## config.mk

```make
export PLATFORM = sky130hd
export DESIGN_NAME = drf_ctrl_flat
export DESIGN_NICKNAME = d
export VERILOG_FILES = /design/src/pkg/drf_pkg.sv /design/src/pkg/drf_link_if.sv /design/src/logic/drf_ctrl.sv /design/src/flat_wrapper.sv
export VERILOG_INCLUDE_DIRS = /design/src /design/src/pkg
export SDC_FILE = /design/constraint.sdc
export NUM_CORES = 1
export LEC_CHECK = 0
export BUFFER_PORTS_ARGS = -buffer_cell sky130_fd_sc_hd__buf_4
export CAP_MARGIN = 15
export CELL_PAD_IN_SITES_DETAIL_PLACEMENT = 1
export CELL_PAD_IN_SITES_GLOBAL_PLACEMENT = 2
export CORE_ASPECT_RATIO = 0.6
export CORE_MARGIN = 3
export CORE_UTILIZATION = 38
export CTS_CLUSTER_SIZE = 16
export DETAILED_ROUTE_END_ITERATION = 16
export MAX_ROUTING_LAYER = met4
export PLACE_DENSITY = 0.9
export SLEW_MARGIN = 20
export SYNTH_ARGS = -nofsm -noshare
export SYNTH_HDL_FRONTEND = slang
export SYNTH_SLANG_ARGS = --single-unit
```

## constraint.sdc

```tcl
create_clock -name mclk -period 6.1 [get_ports mclk]
set_input_delay 0.61 -clock mclk [delete_from_list [all_inputs] [get_ports mclk]]
set_output_delay 0.61 -clock mclk [all_outputs]
set_load 0.02 [all_outputs]
```

## src/pkg/drf_defs.svh

```systemverilog
// Timing counts, field positions and size limits for the refresh link.
// Assumes a 100 MHz mclk (10 ns); all counts are in mclk cycles.
`ifndef DRF_DEFS_SVH
`define DRF_DEFS_SVH
`define DRF_CLK_NS        10
`define DRF_TRP_NS        14
`define DRF_TRFC_NS       110
`define DRF_TREFI_NS      7800
`define DRF_TCKE_NS       10
`define DRF_TCKSRE_NS     10
`define DRF_TCKSRX_NS     10
`define DRF_TXS_NS        120
`define DRF_TXSDLL_NS     5120
`define DRF_TRP_CYC       ((`DRF_TRP_NS + `DRF_CLK_NS - 1) / `DRF_CLK_NS)
`define DRF_TRFC_CYC      ((`DRF_TRFC_NS + `DRF_CLK_NS - 1) / `DRF_CLK_NS)
`define DRF_TREFI_CYC     (`DRF_TREFI_NS / `DRF_CLK_NS)
`define DRF_TCKE_CYC      ((`DRF_TCKE_NS + `DRF_CLK_NS - 1) / `DRF_CLK_NS)
`define DRF_TCKSRE_CYC    ((`DRF_TCKSRE_NS + `DRF_CLK_NS - 1) / `DRF_CLK_NS)
`define DRF_TCKSRX_CYC    ((`DRF_TCKSRX_NS + `DRF_CLK_NS - 1) / `DRF_CLK_NS)
`define DRF_TXS_CYC       ((`DRF_TXS_NS + `DRF_CLK_NS - 1) / `DRF_CLK_NS)
`define DRF_TXSDLL_CYC    ((`DRF_TXSDLL_NS + `DRF_CLK_NS - 1) / `DRF_CLK_NS)
`define DRF_BC_BIT        12
`define DRF_DLL_DIS_BIT   0
`define DRF_DEBT_MAX      8
`define DRF_ROWS          16
`define DRF_ROW_W         4
`endif

```

## src/pkg/drf_pkg.sv

```systemverilog
// Types shared by both ends of the refresh link.
// Assumes drf_defs.svh supplies the numeric constants.
package drf_pkg;
  typedef enum logic [2:0] {
    DRF_CMD_DES, DRF_CMD_NOP, DRF_CMD_REF, DRF_CMD_SRE, DRF_CMD_RD, DRF_CMD_WR, DRF_CMD_OTHER
  } drf_cmd_t;
  typedef enum logic [1:0] { DRF_DEV_IDLE, DRF_DEV_REF, DRF_DEV_SELF, DRF_DEV_XS } drf_dev_t;
endpackage
```

## src/pkg/drf_link_if.sv

```systemverilog
// Command bus between controller and memory device, one clock.
// Assumes both ends share mclk and rst.
`timescale 1ns/1ps
interface drf_link_if;
  logic        cs_n;
  logic        ras_n;
  logic        cas_n;
  logic        we_n;
  logic        cke;
  logic        odt;
  logic [12:0] addr;
  modport ctrl (output cs_n, ras_n, cas_n, we_n, cke, odt, addr);
  modport dev  (input  cs_n, ras_n, cas_n, we_n, cke, odt, addr);
endinterface

```

## src/logic/drf_ctrl.sv

```systemverilog
// How it works
// - A12 low chops to four, high eight
// - A12 never used as column bit
// - Bad write strobes corrupt only that location
// - Refresh decoded from CS RAS CAS low
// - All banks precharged tRP before refresh
// - Refresh rows from internal counter only
// - Banks idle after refresh completes
// - Only NOP or deselect during tRFC
// - Average tREFI, at most eight postponed
// - At most eight pulled in count
// - Flush postponed refreshes before self-refresh
// - Self-refresh entry decoded with CKE low
// - Precharged and termination off before entry
// - Hold CKE low at least tCKE
// - DLL off in self-refresh, reset on exit
// - Ignore inputs but CKE in self-refresh
// - Internal refresh within tCKE of entry
// - Clock stop after tCKSRE, stable tCKSRX; exit goes on sr_exit without waiting tCKSRX
// - Exit waits tXS, then tXSDLL for DLL
// - CKE high through tXSDLL except re-entry
// - NOP every edge during tXS
// - Termination off throughout tXSDLL
//
// Controller end: schedules refreshes and self-refresh, issues user accesses.
// Assumes the device end on the same mclk; clock gating of the link is external.
`timescale 1ns/1ps
`include "drf_defs.svh"
module drf_ctrl #(
  parameter int TREFI_CYC  = `DRF_TREFI_CYC,
  parameter int TXSDLL_CYC = `DRF_TXSDLL_CYC
) (
  input  wire logic   mclk,
  input  wire logic   rst,
  drf_link_if.ctrl    link,
  input  wire logic   acc_req,
  input  wire logic   acc_wr,
  input  wire logic   acc_bl8,
  input  wire logic [11:0] acc_col,
  output logic        acc_ack,
  input  wire logic   sr_req,
  input  wire logic   sr_exit,
  output logic        sr_active,
  output logic        clk_stop_ok,
  output logic        dll_ready,
  output logic signed [4:0] ref_debt
);
  import drf_pkg::*;

  typedef enum logic [2:0] {
    ST_IDLE, ST_PRE, ST_RCV, ST_RFC, ST_SR, ST_XS, ST_XSDLL
  } drf_cst_t;
  localparam logic signed [4:0] DEBT_MAX = 5'(`DRF_DEBT_MAX);
  localparam logic signed [4:0] DEBT_MIN = -DEBT_MAX;

  drf_cst_t          st_q;
  logic [15:0]       cnt_q;
  logic [15:0]       refi_q;
  logic              tick;
  logic              ref_go;
  logic              sr_go;
  logic              acc_go;
  logic              xs_ref;
  logic              xs_sre;
  logic              acc_cmd;
  logic              cke_low;
  logic              reent_ok_q;
  logic              ref_in_xs_q;
  logic signed [4:0] debt_q;
  drf_cmd_t          cmd;

  assign tick = (refi_q == 16'(TREFI_CYC - 1));

  always_ff @(posedge mclk or posedge rst) begin
    if (rst) refi_q <= 16'h0000;
    else if (tick) refi_q <= 16'h0000;
    else refi_q <= refi_q + 16'h0001;
  end

  // Debt > 0 means owed refreshes; idle time is spent paying it and pulling in.
  // At the postpone limit the refresh goes out ahead of a waiting access.
  assign ref_go = (st_q == ST_IDLE) && (debt_q > DEBT_MIN)
                  && (!acc_req || debt_q >= DEBT_MAX || (sr_req && debt_q > 5'sh00));
  assign sr_go  = (st_q == ST_IDLE) && sr_req && (debt_q <= 5'sh00);
  assign acc_go = (st_q == ST_IDLE) && acc_req && (debt_q < DEBT_MAX);
  assign xs_ref = (st_q == ST_XSDLL) && sr_req && !reent_ok_q && !ref_in_xs_q;
  assign xs_sre = (st_q == ST_XSDLL) && sr_req && reent_ok_q;

  // Ticks do not count in self-refresh: the device refreshes itself there.
  // Credit below eight pulled in is not taken; a re-entry refresh still goes out there uncounted.
  always_ff @(posedge mclk or posedge rst) begin
    if (rst) debt_q <= 5'sh00;
    else begin
      case ({tick && (st_q != ST_SR), (ref_go && !sr_go) || (xs_ref && debt_q > DEBT_MIN)})
        2'b10:   debt_q <= debt_q + 5'sh01;
        2'b01:   debt_q <= debt_q - 5'sh01;
        default: debt_q <= debt_q;
      endcase
    end
  end
  assign ref_debt = debt_q;

  always_ff @(posedge mclk or posedge rst) begin
    if (rst) begin
      st_q <= ST_IDLE;
      cnt_q <= 16'h0000;
      reent_ok_q <= 1'b0;
      ref_in_xs_q <= 1'b0;
    end else begin
      cnt_q <= (cnt_q == 16'h0000) ? 16'h0000 : cnt_q - 16'h0001;
      unique case (st_q)
        ST_IDLE: begin
          if (sr_go) begin
            st_q <= ST_SR;
            cnt_q <= 16'(`DRF_TCKE_CYC + `DRF_TCKSRE_CYC);
          end else if (ref_go) begin
            st_q <= ST_RFC;
            cnt_q <= 16'(`DRF_TRFC_CYC);
          end else if (acc_go) begin
            st_q <= ST_PRE;
            cnt_q <= 16'(`DRF_TRP_CYC);
          end
        end
        // Access leaves as the count runs out; banks then get tRP to close
        ST_PRE: begin
          if (cnt_q == 16'h0000) begin
            st_q <= ST_RCV;
            cnt_q <= 16'(`DRF_TRP_CYC);
          end
        end
        ST_RCV: begin
          if (cnt_q == 16'h0000) st_q <= ST_IDLE;
        end
        ST_RFC: begin
          if (cnt_q == 16'h0000) st_q <= ref_in_xs_q ? ST_XSDLL : ST_IDLE;
        end
        ST_SR: begin
          if (cnt_q == 16'h0000 && sr_exit) begin
            st_q <= ST_XS;
            cnt_q <= 16'(`DRF_TXS_CYC);
            ref_in_xs_q <= 1'b0;
          end
        end
        ST_XS: begin
          if (cnt_q == 16'h0000) begin
            st_q <= ST_XSDLL;
            cnt_q <= 16'(TXSDLL_CYC - `DRF_TXS_CYC);
          end
        end
        // Re-entry refresh uses up the rest of the DLL wait
        ST_XSDLL: begin
          if (xs_ref) begin
            st_q <= ST_RFC;
            ref_in_xs_q <= 1'b1;
            cnt_q <= 16'(`DRF_TRFC_CYC);
          end else if (xs_sre) begin
            st_q <= ST_SR;
            cnt_q <= 16'(`DRF_TCKE_CYC + `DRF_TCKSRE_CYC);
          end else if (cnt_q == 16'h0000) begin
            st_q <= ST_IDLE;
            ref_in_xs_q <= 1'b0;
          end
        end
        default: st_q <= ST_IDLE;
      endcase
      if (st_q == ST_RFC && ref_in_xs_q && cnt_q == 16'h0000) reent_ok_q <= 1'b1;
      if (st_q == ST_SR) reent_ok_q <= 1'b0;
    end
  end

  always_comb begin
    cmd = DRF_CMD_DES;
    if (sr_go || xs_sre) begin
      cmd = DRF_CMD_SRE;
    end else if (ref_go || xs_ref) begin
      cmd = DRF_CMD_REF;
    end else if (st_q == ST_PRE && cnt_q == 16'h0000) begin
      cmd = acc_wr ? DRF_CMD_WR : DRF_CMD_RD;
    end
  end

  assign acc_cmd = (cmd == DRF_CMD_RD) || (cmd == DRF_CMD_WR);
  // CKE stays low from entry until the exit request after the minimum stay
  assign cke_low = (cmd == DRF_CMD_SRE)
                   || (st_q == ST_SR && !(cnt_q == 16'h0000 && sr_exit));

  // Command pins are registered so the device sees clean levels each edge
  always_ff @(posedge mclk or posedge rst) begin
    if (rst) begin
      link.cs_n <= 1'b1;
      link.ras_n <= 1'b1;
      link.cas_n <= 1'b1;
      link.we_n <= 1'b1;
      link.cke <= 1'b1;
      link.addr <= 13'h0000;
    end else begin
      link.cs_n  <= (cmd == DRF_CMD_DES);
      link.ras_n <= !(cmd == DRF_CMD_REF || cmd == DRF_CMD_SRE);
      link.cas_n <= (cmd == DRF_CMD_DES);
      link.we_n  <= !(cmd == DRF_CMD_WR);
      link.cke   <= !cke_low;
      link.addr  <= acc_cmd
                    ? {acc_bl8, 12'(acc_col)} : 13'h0000;
    end
  end

  // Termination held off; write-side termination is beyond this block
  always_ff @(posedge mclk or posedge rst) begin
    if (rst) link.odt <= 1'b0;
    else link.odt <= 1'b0;
  end

  assign acc_ack     = acc_cmd;
  assign sr_active   = (st_q == ST_SR);
  assign clk_stop_ok = (st_q == ST_SR) && (cnt_q <= 16'(`DRF_TCKE_CYC));
  assign dll_ready   = (st_q == ST_IDLE) || (st_q == ST_PRE) || (st_q == ST_RCV);
endmodule

```

## src/flat_wrapper.sv

```systemverilog
// flat-port wrapper written by rule: the top's interface ports become plain ports
module drf_ctrl_flat import drf_pkg::*;
#(
  parameter int TREFI_CYC  = `DRF_TREFI_CYC,
  parameter int TXSDLL_CYC = `DRF_TXSDLL_CYC
)
  (mclk, rst, acc_req, acc_wr, acc_bl8, acc_col, acc_ack, sr_req, sr_exit, sr_active, clk_stop_ok, dll_ready, ref_debt, link_cs_n, link_ras_n, link_cas_n, link_we_n, link_cke, link_odt, link_addr);
  drf_link_if link_i ();
  input  wire logic mclk;
  input  wire logic rst;
  input  wire logic acc_req;
  input  wire logic acc_wr;
  input  wire logic acc_bl8;
  input  wire logic [11:0] acc_col;
  output logic acc_ack;
  input  wire logic sr_req;
  input  wire logic sr_exit;
  output logic sr_active;
  output logic clk_stop_ok;
  output logic dll_ready;
  output logic signed [4:0] ref_debt;
  output wire logic [$bits(link_i.cs_n)-1:0] link_cs_n;
  output wire logic [$bits(link_i.ras_n)-1:0] link_ras_n;
  output wire logic [$bits(link_i.cas_n)-1:0] link_cas_n;
  output wire logic [$bits(link_i.we_n)-1:0] link_we_n;
  output wire logic [$bits(link_i.cke)-1:0] link_cke;
  output wire logic [$bits(link_i.odt)-1:0] link_odt;
  output wire logic [$bits(link_i.addr)-1:0] link_addr;
  assign link_cs_n = link_i.cs_n;
  assign link_ras_n = link_i.ras_n;
  assign link_cas_n = link_i.cas_n;
  assign link_we_n = link_i.we_n;
  assign link_cke = link_i.cke;
  assign link_odt = link_i.odt;
  assign link_addr = link_i.addr;
  drf_ctrl #(.TREFI_CYC(TREFI_CYC), .TXSDLL_CYC(TXSDLL_CYC)) u_core (.mclk(mclk), .rst(rst), .link(link_i), .acc_req(acc_req), .acc_wr(acc_wr), .acc_bl8(acc_bl8), .acc_col(acc_col), .acc_ack(acc_ack), .sr_req(sr_req), .sr_exit(sr_exit), .sr_active(sr_active), .clk_stop_ok(clk_stop_ok), .dll_ready(dll_ready), .ref_debt(ref_debt));
endmodule
```

# [Yosys cells after proc, flatten, opt, wreduce, memory -nomap -nowiden]
# Cells that the tools add are included.
[word_totals] register_bits=59 latch_bits=0 mem_bits_rw=0 romBits=0 inputBits=19 word_cells=124 mem_count=0
[classes] addsub=4 mul=0 div_mod_pow=0 order_cmp=6 eq_ne=21 shift=0 mux=36 bitwise=0 n_reduce_logical=46
[ops] operator="16-bit two-way mux" count=10
[ops] operator="16-bit case mux with 5 select lines" count=1
[ops] operator="3-bit two-way mux" count=14
[ops] operator="3-bit case mux with 7 select lines" count=1
[ops] operator="1-bit logical AND" count=20
[ops] operator="16-bit by 1-bit adder with 16-bit output (second input constant)" count=1
[ops] operator="16-bit by 10-bit == test with 1-bit output (second input constant)" count=1
[ops] operator="16-bit by 1-bit <= comparator with 1-bit output (second input constant)" count=1
[ops] operator="16-bit logical NOT" count=1
[ops] operator="16-bit by 1-bit subtractor with 16-bit output (second input constant)" count=1
[ops] operator="3-bit == test (second input constant)" count=5
[ops] operator="13-bit two-way mux" count=1
[ops] operator="3-bit by 2-bit == test with 1-bit output (second input constant)" count=4
[ops] operator="1-bit logical OR" count=10
[ops] operator="5-bit case mux with 2 select lines" count=1
[ops] operator="1-bit logical NOT" count=8
[ops] operator="1-bit two-way mux" count=7
[ops] operator="3-bit logical NOT" count=2
[ops] operator="2-bit by 1-bit inequality test with 1-bit output (second input constant)" count=3
[ops] operator="3-bit by 2-bit inequality test with 1-bit output (second input constant)" count=2
[ops] operator="2-bit nonzero test" count=3
[ops] operator="5-bit by 2-bit adder with 5-bit output (second input constant)" count=1
[ops] operator="5-bit >= comparator (second input constant)" count=1
[ops] operator="5-bit by 1-bit greater-than comparator with 1-bit output (second input constant)" count=1
[ops] operator="other kinds (13)" count=13

# [Logic depth before layout (Yosys ltp)]
[logic_depth] depth_word=10 depth_mapped=13 mapped_depth_nobuf=12

# [Worst setup path before layout]
# Ideal clock, no wire load.
[synth_timing] path_kind="register -> register" startpoint="reg u_core.debt_q[0] (netlist: u_core.ref_debt[0])" endpoint="reg u_core.debt_q[4] (netlist: u_core.ref_debt[4])" arrival_time_ns=2.673 required_time_ns=6.020 path_slack_ns=3.347 stages_incl_launch_ff=14 path_buffers=1 period_less_slack_ns=2.753 path_cell_list="dfrtp_1 > clkbuf_1 > nor3_1 > o41ai_1 > a31oi_1 > a21oi_1 > ha_1 > inv_1 > fa_1 > nor2b_1 > o21ai_0 > and3_1 > nor3_1 > xnor2_1"
[synth_between] elab_chain_cells=8 elab_cells_between_ends=20
[synth_lines] element="from (decl)" line_no="drf_ctrl.sv:69" source="logic signed [4:0] debt_q;"
[synth_lines] element="from (signal assigned)" line_no="drf_ctrl.sv:95" source="2'b10: debt_q <= debt_q + 5'sh01;"
[synth_lines] element="from (signal assigned)" line_no="drf_ctrl.sv:96" source="2'b01: debt_q <= debt_q - 5'sh01;"
[synth_lines] element="from (signal assigned)" line_no="drf_ctrl.sv:97" source="default: debt_q <= debt_q;"
[synth_lines] element="5-bit >= comparator or 5-bit by 1-bit greater-than comparator with 1-bit output (tied branches)" line_no="drf_ctrl.sv:83" source="&& (!acc_req || debt_q >= DEBT_MAX || (sr_req && debt_q > 5'sh00));"
[synth_lines] element="1-bit logical OR or 1-bit logical AND (tied branches)" line_no="drf_ctrl.sv:83"
[synth_lines] element="1-bit logical OR" line_no="drf_ctrl.sv:83"
[synth_lines] element="1-bit logical AND" line_no="drf_ctrl.sv:83"
[synth_lines] element="1-bit logical AND" line_no="drf_ctrl.sv:94" source="case ({tick && (st_q != ST_SR), (ref_go && !sr_go) || (xs_ref && debt_q > DEBT_MIN)})"
[synth_lines] element="1-bit logical OR" line_no="drf_ctrl.sv:94"
[synth_lines] element="2-bit by 1-bit == test with 1-bit output or 2-bit == test (tied branches)" line_no="drf_ctrl.sv:94"
[synth_lines] element="5-bit case mux with 2 select lines or 2-bit nonzero test (tied branches)"
# Parallel ways exist; a longest one is shown, timed or not.
# A chain may end at the register's enable or synchronous reset.

# [Worst setup path after layout]
[layout_timing] startpoint="reg u_core.cnt_q[0]" endpoint="out acc_ack"
[layout_between] elab_chain_cells=7 elab_cells_between_ends=8
[layout_lines] element="from (decl)" line_no="drf_ctrl.sv:57" source="logic [15:0] cnt_q;"
[layout_lines] element="from (signal assigned)" line_no="drf_ctrl.sv:110" source="cnt_q <= (cnt_q == 16'h0000) ? 16'h0000 : cnt_q - 16'h0001;"
[layout_lines] element="from (signal assigned)" line_no="drf_ctrl.sv:115" source="cnt_q <= 16'(`DRF_TCKE_CYC + `DRF_TCKSRE_CYC);"
[layout_lines] element="from (signal assigned)" line_no="drf_ctrl.sv:118" source="cnt_q <= 16'(`DRF_TRFC_CYC);"
[layout_lines] element="16-bit logical NOT *" line_no="drf_ctrl.sv:177" source="end else if (st_q == ST_PRE && cnt_q == 16'h0000) begin"
[layout_lines] element="1-bit logical AND *" line_no="drf_ctrl.sv:177"
[layout_lines] element="3-bit two-way mux *" line_no="drf_ctrl.sv:177"
[layout_lines] element="3-bit two-way mux *" line_no="drf_ctrl.sv:175" source="end else if (ref_go || xs_ref) begin"
[layout_lines] element="3-bit two-way mux *" line_no="drf_ctrl.sv:173" source="if (sr_go || xs_sre) begin"
[layout_lines] element="3-bit == test" line_no="drf_ctrl.sv:182" source="assign acc_cmd = (cmd == DRF_CMD_RD) || (cmd == DRF_CMD_WR);"
[layout_lines] element="1-bit logical OR *" line_no="drf_ctrl.sv:182"
[layout_lines] element="to (decl)" line_no="flat_wrapper.sv:15" source="output logic acc_ack;"
# Mark *: on every way between the ends. The rest lies on a longest branch, timed or not.

==> impl_results.md <==
- Num rows: 25
- CP Capture Type: output pin
- Status: complete, no violations
- HPWL after DPL: 5893 microns
- FF-to-FF Start: u_core.st_q[1]
- Initial antenna violation count: 0
- Vias in the first global route: 2,734
- Post-CTS Setup Bufs: 0
- Largest family of logic cells by synthesized area: simple AND/OR/NAND/NOR gates
- Final setup vio count: 0
- CP Launch Type: register
- Slew Limit Headroom: 49.70%
- Pin count of the biggest net entering global routing: 60
- Sequential Power Share: 36.2%
- Syn_nets: 349
- DRT iter0 DRCs: 184
- Synthesized area per cell: 9.823 sq um
- Maximum root-to-sink buffer count: 2
- Synth Area in XOR/XNOR: 7.778%
- Post-synth ARST share: 100.0%
- H-tree Lvls: 3
- Setup TNS: 0 ns
- Critical Path RT: 5.49 ns
- Least-Margin Pin Slew: 0.7545 ns
- First-pass GRT wire length: 14,150 microns
- Chip Height: 76.56 microns
- Final net count: 391
- Post-CTS Resized: 0
- R2R depth: 12
- DRC: 0
- RSZ-0062 raised after global routing: false
- Port Buffers: 45
- Seq cells post-synth: 59
- Synth top area share: 43.65%
- Seq/Total Area, Yosys: 46.98%
- Via density: 5.382
- Vias: 2,562
- Mapped Area: 3153 sq um
- CTS Buf Count: 9
- Warning count from the yosys run: 0
- Comb pwr share: 31.1%
- Final hold viol count: 0
- Setup crit start: u_core.cnt_q[0]
- CP arrival: 2.83 ns
- Drt wl/cell: 17.36 microns
- Gr usage total: 19.65%
- Simple-Gate Fraction of Synth Area: 24.52%
- Cells after synthesis: 321
- Adder-Cell Fraction of Synth Area: 3.810%
- Minimum clock period: 3.440 ns
- Max FO, Critical Path: 16
- Final ANT Viol Nets: 0
- Share of cells above drive strength 1: 21.74%
- Mux share of post-synthesis cell area: 0.3571%
- Syn-to-layout area delta: 22.62%
- ANT cells: 0
- Clock Power Share: 32.8%
- Hold depth: 2
- GP Congestion: 0.8286
- Largest stage delay, worst path: 0.69 ns
- Crit-path cells: inv_1 > ha_1 > nor4b_1 > nand4_2 > nor3b_4 > buf_4
- Die width: 123.6 microns
- Core Util, Final: 48.47%
- Initial Utilization: 39.53%
- Synth cell types: 55
- Die ar.: 9462 sq um
- Max-slew violation count: 0
- Pwr/cell area: 430.6 nW/um^2
- CTS Sinks: 59
- F_max: 290.7 MHz
- WL final: 8261 microns
- Maxcap violations: 0
- Clock root buffer: clkbuf_16
- Slowest stage cell on the critical path: nor3b_4
- Crit path kind: reg -> out
- Number of enable flip-flop cells after synthesis: 0
- Clk_lat worst skew: 0.33 ns
- Grt total ovfl: 0
- Most common flop cell mapped by yosys: dfrtp_1
- Synth Area in Compound Gates: 12.34%
- Area leader, netlist: dfrtp_1
- VDD IR max: 282.7 uV
- IO Count: 47
- Core Box Area: 7976 sq um
- Net Switching: 0.6043 mW
- Sw Share: 36.30%
- Hold WC Path Type: in -> reg
- Hold_buf cts: 0
- Power Internal: 1.060 mW
- Most area-consuming cells after synthesis: dfrtp_1, xnor2_1, o21ai_0
- Pre-antenna DRT Iters: 4
- CTS tree: yes
- Clk slew on worst S/H paths: 0.05 ns
- Worst Min Path Start: acc_wr
- Clock skew: 0.004148 ns
- Period Utilization, post-route: 56.39%
- Static leakage: 1.748 nW
[cell usage in the layout (no fill, tap or decap), drive strengths merged, types with 6 or more instances in the layout]
cell type,instances
nand3,17
xor2,6
and3,6
nand2,22
a21oi,18
nor4,7
buf,46
ha,8
inv,11
clkbuf,11
nor2,30
and2,13
dfrtp,55
nor3,14
o21ai,22
xnor2,22
[through the flow]
step                hold WS (ns)  worst slack, ns  area (sq um)  cells  power (mW)
floorplan                 0.4590            3.347          3153    321      0.9641
global placement          0.4791            2.913          3546    460       1.099
detailed placement        0.4778            2.756          3546    460       1.116
CTS                       0.4005            2.611          3866    476       1.674
global route              0.4003            2.354          3866    476       1.778
finish                    0.4081            2.660          3866    476       1.665
[final timing paths]
check                                           to  slack [ns]
worst max-delay path                       acc_ack        2.66
min in group asynchronous        u_core.refi_q[12]        0.49
max in group asynchronous        u_core.refi_q[14]        5.09
worst min-delay path              u_core.link.we_n        0.41
worst min register to register   u_core.refi_q[13]        0.51
worst max register to register  u_core.ref_debt[4]        2.71
[power by group through the flow]
stage	registers (mW)	clock network, mW	logic, mW
after global placement	0.599	0	0.500
after floorplan	0.551	0	0.413
after CTS	0.600	0.554	0.520
after detailed placement	0.604	0	0.512
after global routing	0.617	0.580	0.581
final	0.602	0.546	0.517
[synthesized netlist by cell type, types with 2 or more instances]
master	n
o41ai_1	3
or3_1	2
a21o_1	2
or4_1	2
nand2_1	22
o211ai_1	3
a31oi_1	2
dfrtp_1	55
buf_4	3
ha_1	8
or4_4	2
and3_1	6
o22ai_1	2
o21ai_0	22
nor2_1	29
a21oi_1	18
nor4_1	5
o31ai_1	4
a221oi_1	2
nor2b_1	4
nand2b_1	4
nor4_4	2
nand3_1	17
xnor2_1	22
dfstp_2	4
clkbuf_1	8
nor3_1	13
inv_1	11
and2_1	13
xor2_1	6
[state kept, by name (all words and copies together) (netlist names)]
signal	count
u_core.link.ras_n	1
u_core.cnt_q	16
u_core.link.we_n	1
u_core.ref_in_xs_q	1
u_core.link.cs_n	1
u_core.link.addr	13
u_core.refi_q	16
u_core.st_q	3
u_core.ref_debt	5
u_core.link.cke	1
u_core.reent_ok_q	1
[routing by layer]
metal  track usage, %  share of wire [%]
met4            5.746                1.1
met2            27.55                 43
met3            5.935                6.5
met1            27.34                 50
met5                -                  0
[layout make-up]
| cell class | instances | area (sq um) |
|---|---|---|
| flip-flops and latches | 59 | 1481 |
| clock inverters | 5 | 77.57 |
| clock buffers | 11 | 242.7 |
| multi-input cells | 236 | 1543 |
| well taps | 108 | 135.1 |
| repair buffers | 46 | 345.3 |
| inverters | 11 | 41.29 |
| fillers | 916 | 4110 |
[critical path: cells and delay by family, from the launching register on]
family,cells,cell delay [ns]
simple gates,3,1.57
flops,1,0.41
buf+inv,2,0.35
fa+ha+maj,1,0.15
[kinds of logic after synthesis]
| family | count (synthesis) |
|---|---|
| DFF | 59 |
| other | 1 |
| adders and majority gates | 9 |
| xor gates and xnor gates | 28 |
| AOI/OAI and AO/OA | 64 |
| muxes | 1 |
| buffers and inverters | 26 |
| and+or+nand+nor | 133 |
Power figures use the tool's default switching activity.
